$ cat config.mk
export PLATFORM = sky130hd
export DESIGN_NAME = rdpm_core
export DESIGN_NICKNAME = d
export VERILOG_FILES = /design/src/rdpm_pkg.sv /design/src/rdpm_strap_if.sv /design/src/rdpm_strap_decode.sv /design/src/rdpm_core.sv
export VERILOG_INCLUDE_DIRS = /design/src
export SDC_FILE = /design/constraint.sdc
export NUM_CORES = 1
export LEC_CHECK = 0
export ABC_CLOCK_PERIOD_IN_PS = 7440
export BUFFER_PORTS_ARGS = -buffer_cell sky130_fd_sc_hd__buf_2
export CORE_MARGIN = 2
export CORE_UTILIZATION = 58
export CTS_BUF_LIST = sky130_fd_sc_hd__clkbuf_4 sky130_fd_sc_hd__clkbuf_8
export DETAILED_ROUTE_END_ITERATION = 8
export PLACE_DENSITY = 0.9
export SLEW_MARGIN = 20
export SYNTH_ARGS = -nofsm -noshare
export SYNTH_HDL_FRONTEND = slang
export SYNTH_SLANG_ARGS = --single-unit
$ cat constraint.sdc
create_clock -name hclk -period 7.44 [get_ports hclk]
set_input_delay 1.86 -clock hclk [delete_from_list [all_inputs] [get_ports hclk]]
set_output_delay 1.86 -clock hclk [all_outputs]
set_load 0.02 [all_outputs]
$ cat src/rdpm_defines.svh
`ifndef RDPM_DEFINES_SVH
`define RDPM_DEFINES_SVH

// register byte offsets
`define RDPM_CTRL_OFS 8'h00
`define RDPM_STATUS_OFS 8'h04
`define RDPM_CFG0_OFS 8'h08
`define RDPM_CFG1_OFS 8'h0c
`define RDPM_DETPER_OFS 8'h10

// control fields
`define RDPM_CTRL_FORCE_LP 0
`define RDPM_CTRL_RESET 32'h0000_0000

// detection period: 100 us at 50 ns clock
`define RDPM_DET_PERIOD_US 100
`define RDPM_CLK_NS 50
`define RDPM_DET_PERIOD_CYC ((`RDPM_DET_PERIOD_US * 1000) / `RDPM_CLK_NS)

// idle timeout before low power: 10 us
`define RDPM_IDLE_US 10
`define RDPM_IDLE_CYC ((`RDPM_IDLE_US * 1000) / `RDPM_CLK_NS)

// strap level encoding
`define RDPM_LVL_LOW 2'h0
`define RDPM_LVL_FLOAT 2'h1
`define RDPM_LVL_HIGH 2'h2

// settings codes
`define RDPM_GAIN_3DB 2'h0
`define RDPM_GAIN_6DB 2'h1
`define RDPM_GAIN_9DB 2'h2
`define RDPM_SWING_0P9 1'b0
`define RDPM_SWING_1P1 1'b1
`define RDPM_DE_0DB 2'h0
`define RDPM_DE_3P5DB 2'h1
`define RDPM_DE_6P2DB 2'h2

`endif

$ cat src/rdpm_pkg.sv
package rdpm_pkg;

	// power mode states
	typedef enum logic [2:0] {
		PM_SHUTDOWN,
		PM_DISCONNECT,
		PM_U0,
		PM_LOWPOWER
	} rdpm_state_type;

	// per channel decoded settings
	typedef struct packed {
		logic [1:0] gain;
		logic swing;
		logic [1:0] deemph;
	} rdpm_chan_type;

endpackage

$ cat src/rdpm_strap_if.sv
`timescale 1ns/100ps

// decoded settings from the strap decoder to the control core
interface rdpm_strap_if;
	logic [1:0] gain [2];
	logic swing [2];
	logic [1:0] deemph [2];

	modport decoder (output gain, output swing, output deemph);
	modport core (input gain, input swing, input deemph);
endinterface

$ cat src/rdpm_strap_decode.sv
`timescale 1ns/100ps
`include "rdpm_defines.svh"

module rdpm_strap_decode
	import rdpm_pkg::*;
(
	// clock and reset
	input wire logic hclk,
	input wire logic hresetn,
	// synchronised strap levels per channel
	input wire logic [1:0] gain_lvl [2],
	input wire logic swing_lvl [2],
	input wire logic [1:0] deemph_lvl [2],
	// decoded settings
	rdpm_strap_if.decoder dec
);

	typedef struct packed {
		rdpm_chan_type [1:0] ch;
	} rdpm_dec_state_type;

	rdpm_dec_state_type s_q;
	rdpm_dec_state_type s_d;

	// three level to gain code; an unknown level falls back to the middle
	function automatic logic [1:0] dec_gain(input logic [1:0] lvl);
		unique case (lvl)
			`RDPM_LVL_LOW: dec_gain = `RDPM_GAIN_3DB;
			`RDPM_LVL_HIGH: dec_gain = `RDPM_GAIN_9DB;
			default: dec_gain = `RDPM_GAIN_6DB;
		endcase
	endfunction

	// three level to de-emphasis code, same for either swing
	function automatic logic [1:0] dec_de(input logic [1:0] lvl);
		unique case (lvl)
			`RDPM_LVL_LOW: dec_de = `RDPM_DE_0DB;
			`RDPM_LVL_HIGH: dec_de = `RDPM_DE_6P2DB;
			default: dec_de = `RDPM_DE_3P5DB;
		endcase
	endfunction

	// each channel decoded only from its own inputs
	always_comb begin
		s_d = s_q;
		for (int i = 0; i < 2; i++) begin
			s_d.ch[i].gain = dec_gain(gain_lvl[i]);
			s_d.ch[i].swing = swing_lvl[i] ? `RDPM_SWING_1P1 : `RDPM_SWING_0P9;
			s_d.ch[i].deemph = dec_de(deemph_lvl[i]);
		end
	end

	// register the settings
	always_ff @(posedge hclk or negedge hresetn) begin
		if (!hresetn) begin
			s_q <= '0;
		end else begin
			s_q <= s_d;
		end
	end

	// drive the interface
	generate
		for (genvar g = 0; g < 2; g++) begin : g_out
			assign dec.gain[g] = s_q.ch[g].gain;
			assign dec.swing[g] = s_q.ch[g].swing;
			assign dec.deemph[g] = s_q.ch[g].deemph;
		end
	endgenerate

endmodule

$ cat src/rdpm_core.sv
// The AHB-Lite register port and the register offsets were left to the implementer.
`timescale 1ns/100ps
`include "rdpm_defines.svh"

module rdpm_core
	import rdpm_pkg::*;
#(
	parameter logic [31:0] DET_PERIOD_CYC = `RDPM_DET_PERIOD_CYC,
	parameter logic [31:0] IDLE_CYC = `RDPM_IDLE_CYC
)
(
	// clock and reset
	input wire logic hclk,
	input wire logic hresetn,
	// ahb-lite slave
	input wire logic hsel,
	input wire logic [7:0] haddr,
	input wire logic [1:0] htrans,
	input wire logic hwrite,
	input wire logic [2:0] hsize,
	input wire logic [31:0] hwdata,
	input wire logic hready,
	output logic [31:0] hrdata,
	output logic hreadyout,
	output logic hresp,
	// pins from outside, synchronised here
	input wire logic enable_pin,
	input wire logic [1:0] rx_gain_select [2],
	input wire logic tx_swing_select [2],
	input wire logic [1:0] tx_deemph_select [2],
	// analog front end status
	input wire logic [1:0] far_term_seen,
	input wire logic [1:0] rx_activity,
	input wire logic [1:0] lfps_seen,
	// analog front end control
	output logic [1:0] rx_detect_start,
	output logic [1:0] rx_term_en,
	output logic redrive_en,
	output logic low_power,
	output logic shutdown,
	output logic [1:0] eq_gain [2],
	output logic tx_swing [2],
	output logic [1:0] tx_deemph [2]
);

	// ************************************************************
	// state
	// ************************************************************
	typedef struct packed {
		logic [1:0] en_sync;
		logic [1:0][1:0] gain_s1;
		logic [1:0][1:0] gain_s2;
		logic [1:0] swing_s1;
		logic [1:0] swing_s2;
		logic [1:0][1:0] de_s1;
		logic [1:0][1:0] de_s2;
		logic [1:0] term_s1;
		logic [1:0] term_s2;
		logic [1:0] act_s1;
		logic [1:0] act_s2;
		logic [1:0] lfps_s1;
		logic [1:0] lfps_s2;
		rdpm_state_type pm;
		logic [31:0] det_cnt;
		logic [31:0] idle_cnt;
		logic force_lp;
		logic data_ph;
		logic wr_ph;
		logic [7:0] addr_ph;
		logic [31:0] rdata;
		logic [1:0] det_start;
		logic [1:0] term_en;
		logic redrive;
		logic lp;
		logic sd;
		logic [1:0][1:0] gain_o;
		logic [1:0] swing_o;
		logic [1:0][1:0] de_o;
		logic [31:0] det_per;
	} rdpm_core_state_type;

	rdpm_core_state_type s_q;
	rdpm_core_state_type s_d;

	rdpm_strap_if straps();
	logic [1:0] gain_lvl [2];
	logic swing_lvl [2];
	logic [1:0] de_lvl [2];

	// synchronised straps feed the decoder
	generate
		for (genvar g = 0; g < 2; g++) begin : g_lvl
			assign gain_lvl[g] = s_q.gain_s2[g];
			assign swing_lvl[g] = s_q.swing_s2[g];
			assign de_lvl[g] = s_q.de_s2[g];
		end
	endgenerate

	rdpm_strap_decode u_dec (
		.hclk(hclk),
		.hresetn(hresetn),
		.gain_lvl(gain_lvl),
		.swing_lvl(swing_lvl),
		.deemph_lvl(de_lvl),
		.dec(straps.decoder)
	);

	// read mux over the register map; unmapped reads return zero
	function automatic logic [31:0] rd_mux(input logic [7:0] a, input rdpm_core_state_type st);
		logic [31:0] v;
		v = 32'h0000_0000;
		unique case (a)
			`RDPM_CTRL_OFS: v = {31'h0, st.force_lp};
			`RDPM_STATUS_OFS: v = {22'h0, st.lfps_s2, st.act_s2, st.term_s2, st.sd, st.lp, st.redrive,
				st.pm == PM_U0};
			`RDPM_CFG0_OFS: v = {27'h0, st.gain_o[0], st.swing_o[0], st.de_o[0]};
			`RDPM_CFG1_OFS: v = {27'h0, st.gain_o[1], st.swing_o[1], st.de_o[1]};
			`RDPM_DETPER_OFS: v = st.det_per;
			default: v = 32'h0000_0000;
		endcase
		return v;
	endfunction

	// ************************************************************
	// next state
	// ************************************************************
	always_comb begin
		logic det_tick;
		logic busy;
		det_tick = 1'b0;
		busy = 1'b0;
		s_d = s_q;

		// two-flop synchronisers for every pin and analog status
		s_d.en_sync = {s_q.en_sync[0], enable_pin};
		for (int i = 0; i < 2; i++) begin
			s_d.gain_s1[i] = rx_gain_select[i];
			s_d.swing_s1[i] = tx_swing_select[i];
			s_d.de_s1[i] = tx_deemph_select[i];
		end
		s_d.gain_s2 = s_q.gain_s1;
		s_d.swing_s2 = s_q.swing_s1;
		s_d.de_s2 = s_q.de_s1;
		s_d.term_s1 = far_term_seen;
		s_d.term_s2 = s_q.term_s1;
		s_d.act_s1 = rx_activity;
		s_d.act_s2 = s_q.act_s1;
		s_d.lfps_s1 = lfps_seen;
		s_d.lfps_s2 = s_q.lfps_s1;

		// ahb-lite: zero wait states, always okay
		if (s_q.data_ph && s_q.wr_ph) begin
			if (s_q.addr_ph == `RDPM_CTRL_OFS) begin
				s_d.force_lp = hwdata[`RDPM_CTRL_FORCE_LP];
			end
			if (s_q.addr_ph == `RDPM_DETPER_OFS) begin
				s_d.det_per = (hwdata == 32'h0) ? 32'h1 : hwdata;
			end
		end
		s_d.data_ph = hsel && hready && htrans[1];
		s_d.wr_ph = hwrite;
		s_d.addr_ph = {haddr[7:2], 2'b00};
		if (hsel && hready && htrans[1] && !hwrite) begin
			s_d.rdata = rd_mux({haddr[7:2], 2'b00}, s_q);
		end

		// periodic detection timer
		if (s_q.det_cnt >= s_q.det_per - 32'h1) begin
			s_d.det_cnt = 32'h0;
			det_tick = 1'b1;
		end else begin
			s_d.det_cnt = s_q.det_cnt + 32'h1;
		end
		s_d.det_start = 2'b00;
		busy = |s_q.act_s2 || |s_q.lfps_s2;

		// power mode machine
		if (!s_q.en_sync[1]) begin
			s_d.pm = PM_SHUTDOWN;
		end else begin
			unique case (s_q.pm)
				PM_SHUTDOWN: begin
					s_d.pm = PM_DISCONNECT;
					s_d.det_cnt = 32'h0;
				end
				PM_DISCONNECT: begin
					if (det_tick) begin
						s_d.det_start = 2'b11;
					end
					if (&s_q.term_s2) begin
						s_d.pm = PM_U0;
						s_d.idle_cnt = 32'h0;
					end
				end
				PM_U0: begin
					// a lost partner ends U0 even mid-traffic, so redrive never runs on half termination
					if (!(&s_q.term_s2)) begin
						s_d.pm = PM_DISCONNECT;
					end else if (busy) begin
						s_d.idle_cnt = 32'h0;
					end else if (s_q.force_lp || s_q.idle_cnt >= IDLE_CYC - 32'h1) begin
						s_d.pm = PM_LOWPOWER;
					end else begin
						s_d.idle_cnt = s_q.idle_cnt + 32'h1;
					end
				end
				PM_LOWPOWER: begin
					if (det_tick) begin
						s_d.det_start = 2'b11;
					end
					if (!(&s_q.term_s2)) begin
						s_d.pm = PM_DISCONNECT;
					end else if (busy && !s_q.force_lp) begin
						s_d.pm = PM_U0;
						s_d.idle_cnt = 32'h0;
					end
				end
				default: s_d.pm = PM_SHUTDOWN;
			endcase
		end

		// termination follows a detected receiver
		s_d.term_en = (s_d.pm == PM_U0 || s_d.pm == PM_LOWPOWER) ? s_q.term_s2 : 2'b00;
		s_d.redrive = (s_d.pm == PM_U0);
		s_d.lp = (s_d.pm == PM_LOWPOWER);
		s_d.sd = (s_d.pm == PM_SHUTDOWN);

		// settings out; lfps on a channel's input forces its de-emphasis off
		for (int i = 0; i < 2; i++) begin
			s_d.gain_o[i] = straps.gain[i];
			s_d.swing_o[i] = straps.swing[i];
			s_d.de_o[i] = s_q.lfps_s2[i] ? `RDPM_DE_0DB : straps.deemph[i];
		end
	end

	// ************************************************************
	// registers
	// ************************************************************
	always_ff @(posedge hclk or negedge hresetn) begin
		if (!hresetn) begin
			s_q <= '0;
			s_q.pm <= PM_SHUTDOWN;
			s_q.sd <= 1'b1;
			s_q.det_per <= DET_PERIOD_CYC;
		end else begin
			s_q <= s_d;
		end
	end

	// outputs straight from flops; hreadyout and hresp tied off
	assign hrdata = s_q.rdata;
	assign hreadyout = 1'b1;
	assign hresp = 1'b0;
	assign rx_detect_start = s_q.det_start;
	assign rx_term_en = s_q.term_en;
	assign redrive_en = s_q.redrive;
	assign low_power = s_q.lp;
	assign shutdown = s_q.sd;
	generate
		for (genvar g = 0; g < 2; g++) begin : g_set
			assign eq_gain[g] = s_q.gain_o[g];
			assign tx_swing[g] = s_q.swing_o[g];
			assign tx_deemph[g] = s_q.de_o[g];
		end
	endgenerate

endmodule

[Word level (Yosys, flattened, before mapping)]
Index checks and enable logic that the tools add are counted.
W data, S select, Z words.
Operators by class
  mux-type cells: 33
  reductions and logical operators: 27
  equal/unequal tests: 19
  $add $sub $neg: 3
  order comparisons: 2
Operators with widths (number)
  $mux W32: 9
  $pmux W32 S5: 1
  $pmux W32 S3: 1
  $add A32 B1 Y32 const B: 2
  $mux W64: 1
  $ge A32 B32 Y1: 1
  $ge A32 B8 Y1 const B: 1
  $logic_not A32 Y1: 1
  $sub A32 B1 Y32 const B: 1
  $mux W3: 7
  $pmux W2 S2: 4
  $eq A3 B2 Y1 const B: 4
  $eq A6 B2 Y1 const B: 2
  $eq A6 B3 Y1 const B: 2
  $mux W2: 6
  $pmux W3 S4: 1
  $eq A2 B2 Y1 const B: 4
  $logic_not A2 Y1: 4
  $logic_not A8 Y1: 1
  $reduce_and A7 Y1: 1
  $eq A6 B1 Y1 const B: 1
  $logic_not A3 Y1: 2
  $logic_not A6 Y1: 1
  $ne A2 B2 Y1 const B: 3
  other kinds (10): 23
Word-level totals
  flip-flop bits (word level): 201
  logic and storage cells: 126

[Longest topological paths before layout]
  depth after elaboration: 10
  gate-level depth with buffers: 13

[Hierarchy]
Synthesis repeated with hierarchy kept, for this count alone.
Second synthesis, totals
  cells, all modules: 783
  area total of the unflattened synthesis: 8963.6 µm²
By module, submodules not included
  rdpm_core: cells each 765, instances 1, seq. area each 4763.3 µm², area each 8673.3 µm²
  rdpm_strap_decode: cells each 18, instances 1, seq. area each 250.2 µm², area each 290.3 µm²

[Least setup slack after synthesis]
No wires, ideal clock.
  kind: register to register
  start: register s_q[11] in the netlist's numbering
  end: register s_q[126] in the netlist's numbering
  stages on the path, launching flop included: 13
  data arrival time: 3421 ps
  setup slack: 3933 ps
  data required time: 7354 ps
  path buffers: 1
  cells stage by stage: dfrtp_1 > or4_4 > nor4_4 > nand3_2 > nor4_2 > xnor2_1 > ha_1 > a21o_1 > a221o_1 > a221oi_1 > o211ai_1 > clkbuf_1 > nor3_1
RTL lines
  start, declared: RTL line rdpm_core.sv:82  | rdpm_core_state_type s_q;

==> summary.txt <==
Hold Slack: 0.356 ns
Cells after Synth: 824
R2R Setup Slk: 3.15 ns
Final hold viol count: 0
Synth cell types: 64
Layout cells sized above 1: 0.233
Crit Reg-Reg Endpoint: s_q[141]$_DFF_PN0_
Routed Antenna Nets: 0
Worst-path fanout max: 24
CP cell instances: or4_4 -> nor4_4 -> nand3_2 -> nor4_2 -> xnor2_1 -> ha_1 -> a21o_1 -> a221o_1 -> a221oi_1 -> o211ai_1 -> buf_4 -> nor3_1
Drc violations: 0
# hold bufs at CTS: 0
Final core utilization: 0.645
Worst min path class: register to register
Post-Synthesis Cell Area: 9290 µm²
RR Startpoint: s_q[11]$_DFFE_PN0P_
Die Y-Extent: 131 µm
Largest net degree at the start of global routing: 138
Crit path max-delay cell type: or4_4
Fin Setup TNS: 0 ns
Final worst slack: 3.15 ns
Final Non-Filler Cells: 1113
I/O pin count: 118
Postcts setup bufs: 0
Maximum clock frequency: 233 MHz
Hpwl dp: 13.6 mm
Main flop type after synthesis: dfrtp_1
Layout Nets: 985
Layout area overhead: 9.48%
Crit start category: register
Synth Register Bits: 200
Initial drt markers: 617
Sequential element share of the synthesized area: 0.540
Fraction of registers with async set/reset: 1.00
Slew Limit Fails: 0
Setup Crit Path Kind: register to register
Syn_area_per_cell: 11.3 µm²
Peak VDD IR: 190 µV
R2R depth: 12
Vias/cell: 5.86
Syn. warnings: 0
All-Layer GR Usage: 0.234
DR WL/cell: 17.3 µm
Number of global-route vias before repair: 6201
Core area: 15800 µm²
Num CTS Buffers: 17
Status: finished, final reports clean
# setup viols final: 0
Clock Path Buffers: 2
Via count: 6522
Clock root buffer master: clkbuf_8
Fin crit share: 0.577
Clk_skew: 0.0154 ns
Arrival time at the worst endpoint: 4.67 ns
Die footprint: 17000 µm²
CTS HTree Levels: 4
Placed Cells: 1079
Worst path max stage delay: 0.58 ns
IO buf count: 109
Quantity of gates resized following cts: 0
First-pass GRT wire length: 31.0 mm
Die X: 131 µm
Overflow after GRT: 0
Worst EP required: 7.82 ns
Worst-path clk slew: 0.12 ns
Antenna violations before repair: 1
Worst setup EP type: register
Leakage: 4.88 nW
Clk Latency, worst-skew pair: 0.48 ns
Max-Cap Viols: 0
Post-Route WL: 19.3 mm
Pwr/cell area: 199 nW/µm²
Normalized max-slew margin: 0.277
EDFF count, synth: 0
Worst setup endpoint: s_q[141]$_DFF_PN0_
RSZ-0062 raised after global routing: no
Crit. Startpoint: s_q[11]$_DFFE_PN0P_
Dpl ws: 3.19 ns
TritonCTS clock tree: built
First-pass DRT Iterations: 6
Final GP Congestion: 0.837
FP Rows: 46
Initial core utilization: 0.589
Final Critical Period: 4.29 ns
Worst Max-Slew Pin Slew: 1.08 ns
Sink Count: 200
==> cell usage in the layout (no fill, tap or decap), types with 28 or more instances in the layout <==
cell / Yosys / routed
dfrtp_1: 193 / 193
buf_2: 0 / 108
nand2_1: 76 / 76
nor3_1: 48 / 48
nand3_1: 39 / 39
ha_1: 35 / 35
xnor2_1: 33 / 33
mux2_2: 33 / 33
nor2b_1: 29 / 29
nor2_1: 28 / 28
==> Yosys cell counts, types with 3 or more instances <==
cell,number,share of area
nand3_1,39,0.021
clkbuf_1,24,0.0097
dfrtp_1,193,0.52
nor3_2,4,0.0043
or3_1,4,0.0027
nand4_1,21,0.014
o21ai_0,5,0.0027
nor4_2,4,0.0054
buf_4,48,0.039
a222oi_1,5,0.0054
mux2_2,33,0.040
nor2_1,28,0.011
a22o_1,6,0.0057
inv_1,19,0.0077
xnor2_1,33,0.031
nor2b_1,29,0.020
xor2_1,26,0.025
buf_1,3,0.0012
nor4_4,3,0.0069
a22oi_1,8,0.0065
nor3_1,48,0.026
ha_1,35,0.047
and3_1,15,0.010
nand3b_1,3,0.0024
nand2_1,76,0.031
and4_1,4,0.0038
or4_1,5,0.0040
a21oi_1,12,0.0065
and2_1,6,0.0040
dfstp_2,7,0.020
nand2b_1,8,0.0054
mux2i_1,3,0.0032
nor4_1,18,0.012
a41oi_1,5,0.0047
==> report_power, final <==
group	switching (mW)	leakage (nW)	internal [mW]
sequential	0.0400	2.57	1.13
combinational	0.0888	2.09	0.0629
clock	0.439	0.212	0.263
==> worst max-delay path, delay by kind of cell, from the launching register on <==
| kind | cells | cell delay, ns |
|---|---|---|
| simple gates | 5 | 1.64 |
| compound gates | 4 | 1.30 |
| flops | 1 | 0.46 |
| buf+inv | 1 | 0.34 |
| fa+ha+maj | 1 | 0.28 |
| xor+xnor | 1 | 0.18 |
==> state kept, by name, summed over array words and instances, names as in the netlist <==
name,count
low_power,1
redrive_en,1
u_dec.dec.gain,4
rx_term_en,2
u_dec.dec.swing,2
tx_deemph,4
hrdata,32
tx_swing,2
rx_detect_start,1
s_q,117
gain_lvl,4
eq_gain,4
de_lvl,4
u_dec.dec.deemph,4
s_d,17
shutdown,1
==> layer usage <==
| metal | up-vias | track usage | part of all wire |
|---|---|---|---|
| li1 | 3004 | - | - |
| met1 | 3219 | 0.306 | 0.42 |
| met2 | 255 | 0.385 | 0.50 |
| met3 | 44 | 0.0542 | 0.061 |
| met4 | 0 | 0.0851 | 0.023 |
| met5 | - | 0 | 0 |
==> through the flow <==
stage	power [mW]	area (µm²)
2_1_floorplan	1.27	9300
3_3_place_gp	1.33	9700
3_5_place_dp	1.33	9710
4_1_cts	2.03	10100
5_1_grt	2.10	10200
6_report	2.02	10200
==> logic make-up (layout without fill, tap and decap cells) <==
family          count (synthesis)  count (layout)  synth area share
compound gates                 65              65            0.0536
flops                         200             200             0.540
simple gates                  331             331             0.202
mux                            36              36            0.0432
buf+inv                        96             167            0.0582
xor+xnor                       59              59            0.0556
other cells                     2               4          0.000808
fa+ha+maj                      35              35            0.0471
==> area by class of cell <==
class | instances | area, µm²
multi-input cells | 529 | 3760
repair buffers | 114 | 613
clock inverters | 15 | 196
flip-flops and latches | 200 | 5010
inverters | 21 | 78.8
clock buffers | 17 | 234
diodes | 1 | 2.50
well taps | 216 | 270
fillers | 1171 | 5600
==> worst min path at each step <==
stage	startpoint	to	slack [ns]	cells after the start
CTS	s_d[164]$_DFF_PN0_	s_q[164]$_DFF_PN0_	0.36	0
detailed placement	s_d[186]$_DFF_PN0_	gain_lvl[1]$_DFF_PN0_	0.33	0
floorplan	s_d[173]$_DFF_PN0_	de_lvl[0]$_DFF_PN0_	0.33	0
global placement	s_d[164]$_DFF_PN0_	s_q[164]$_DFF_PN0_	0.33	0
finish	s_d[192]$_DFF_PN0_	s_q[192]$_DFF_PN0_	0.36	0
global route	s_d[192]$_DFF_PN0_	s_q[192]$_DFF_PN0_	0.36	0
Power figures use the tool's default switching activity.
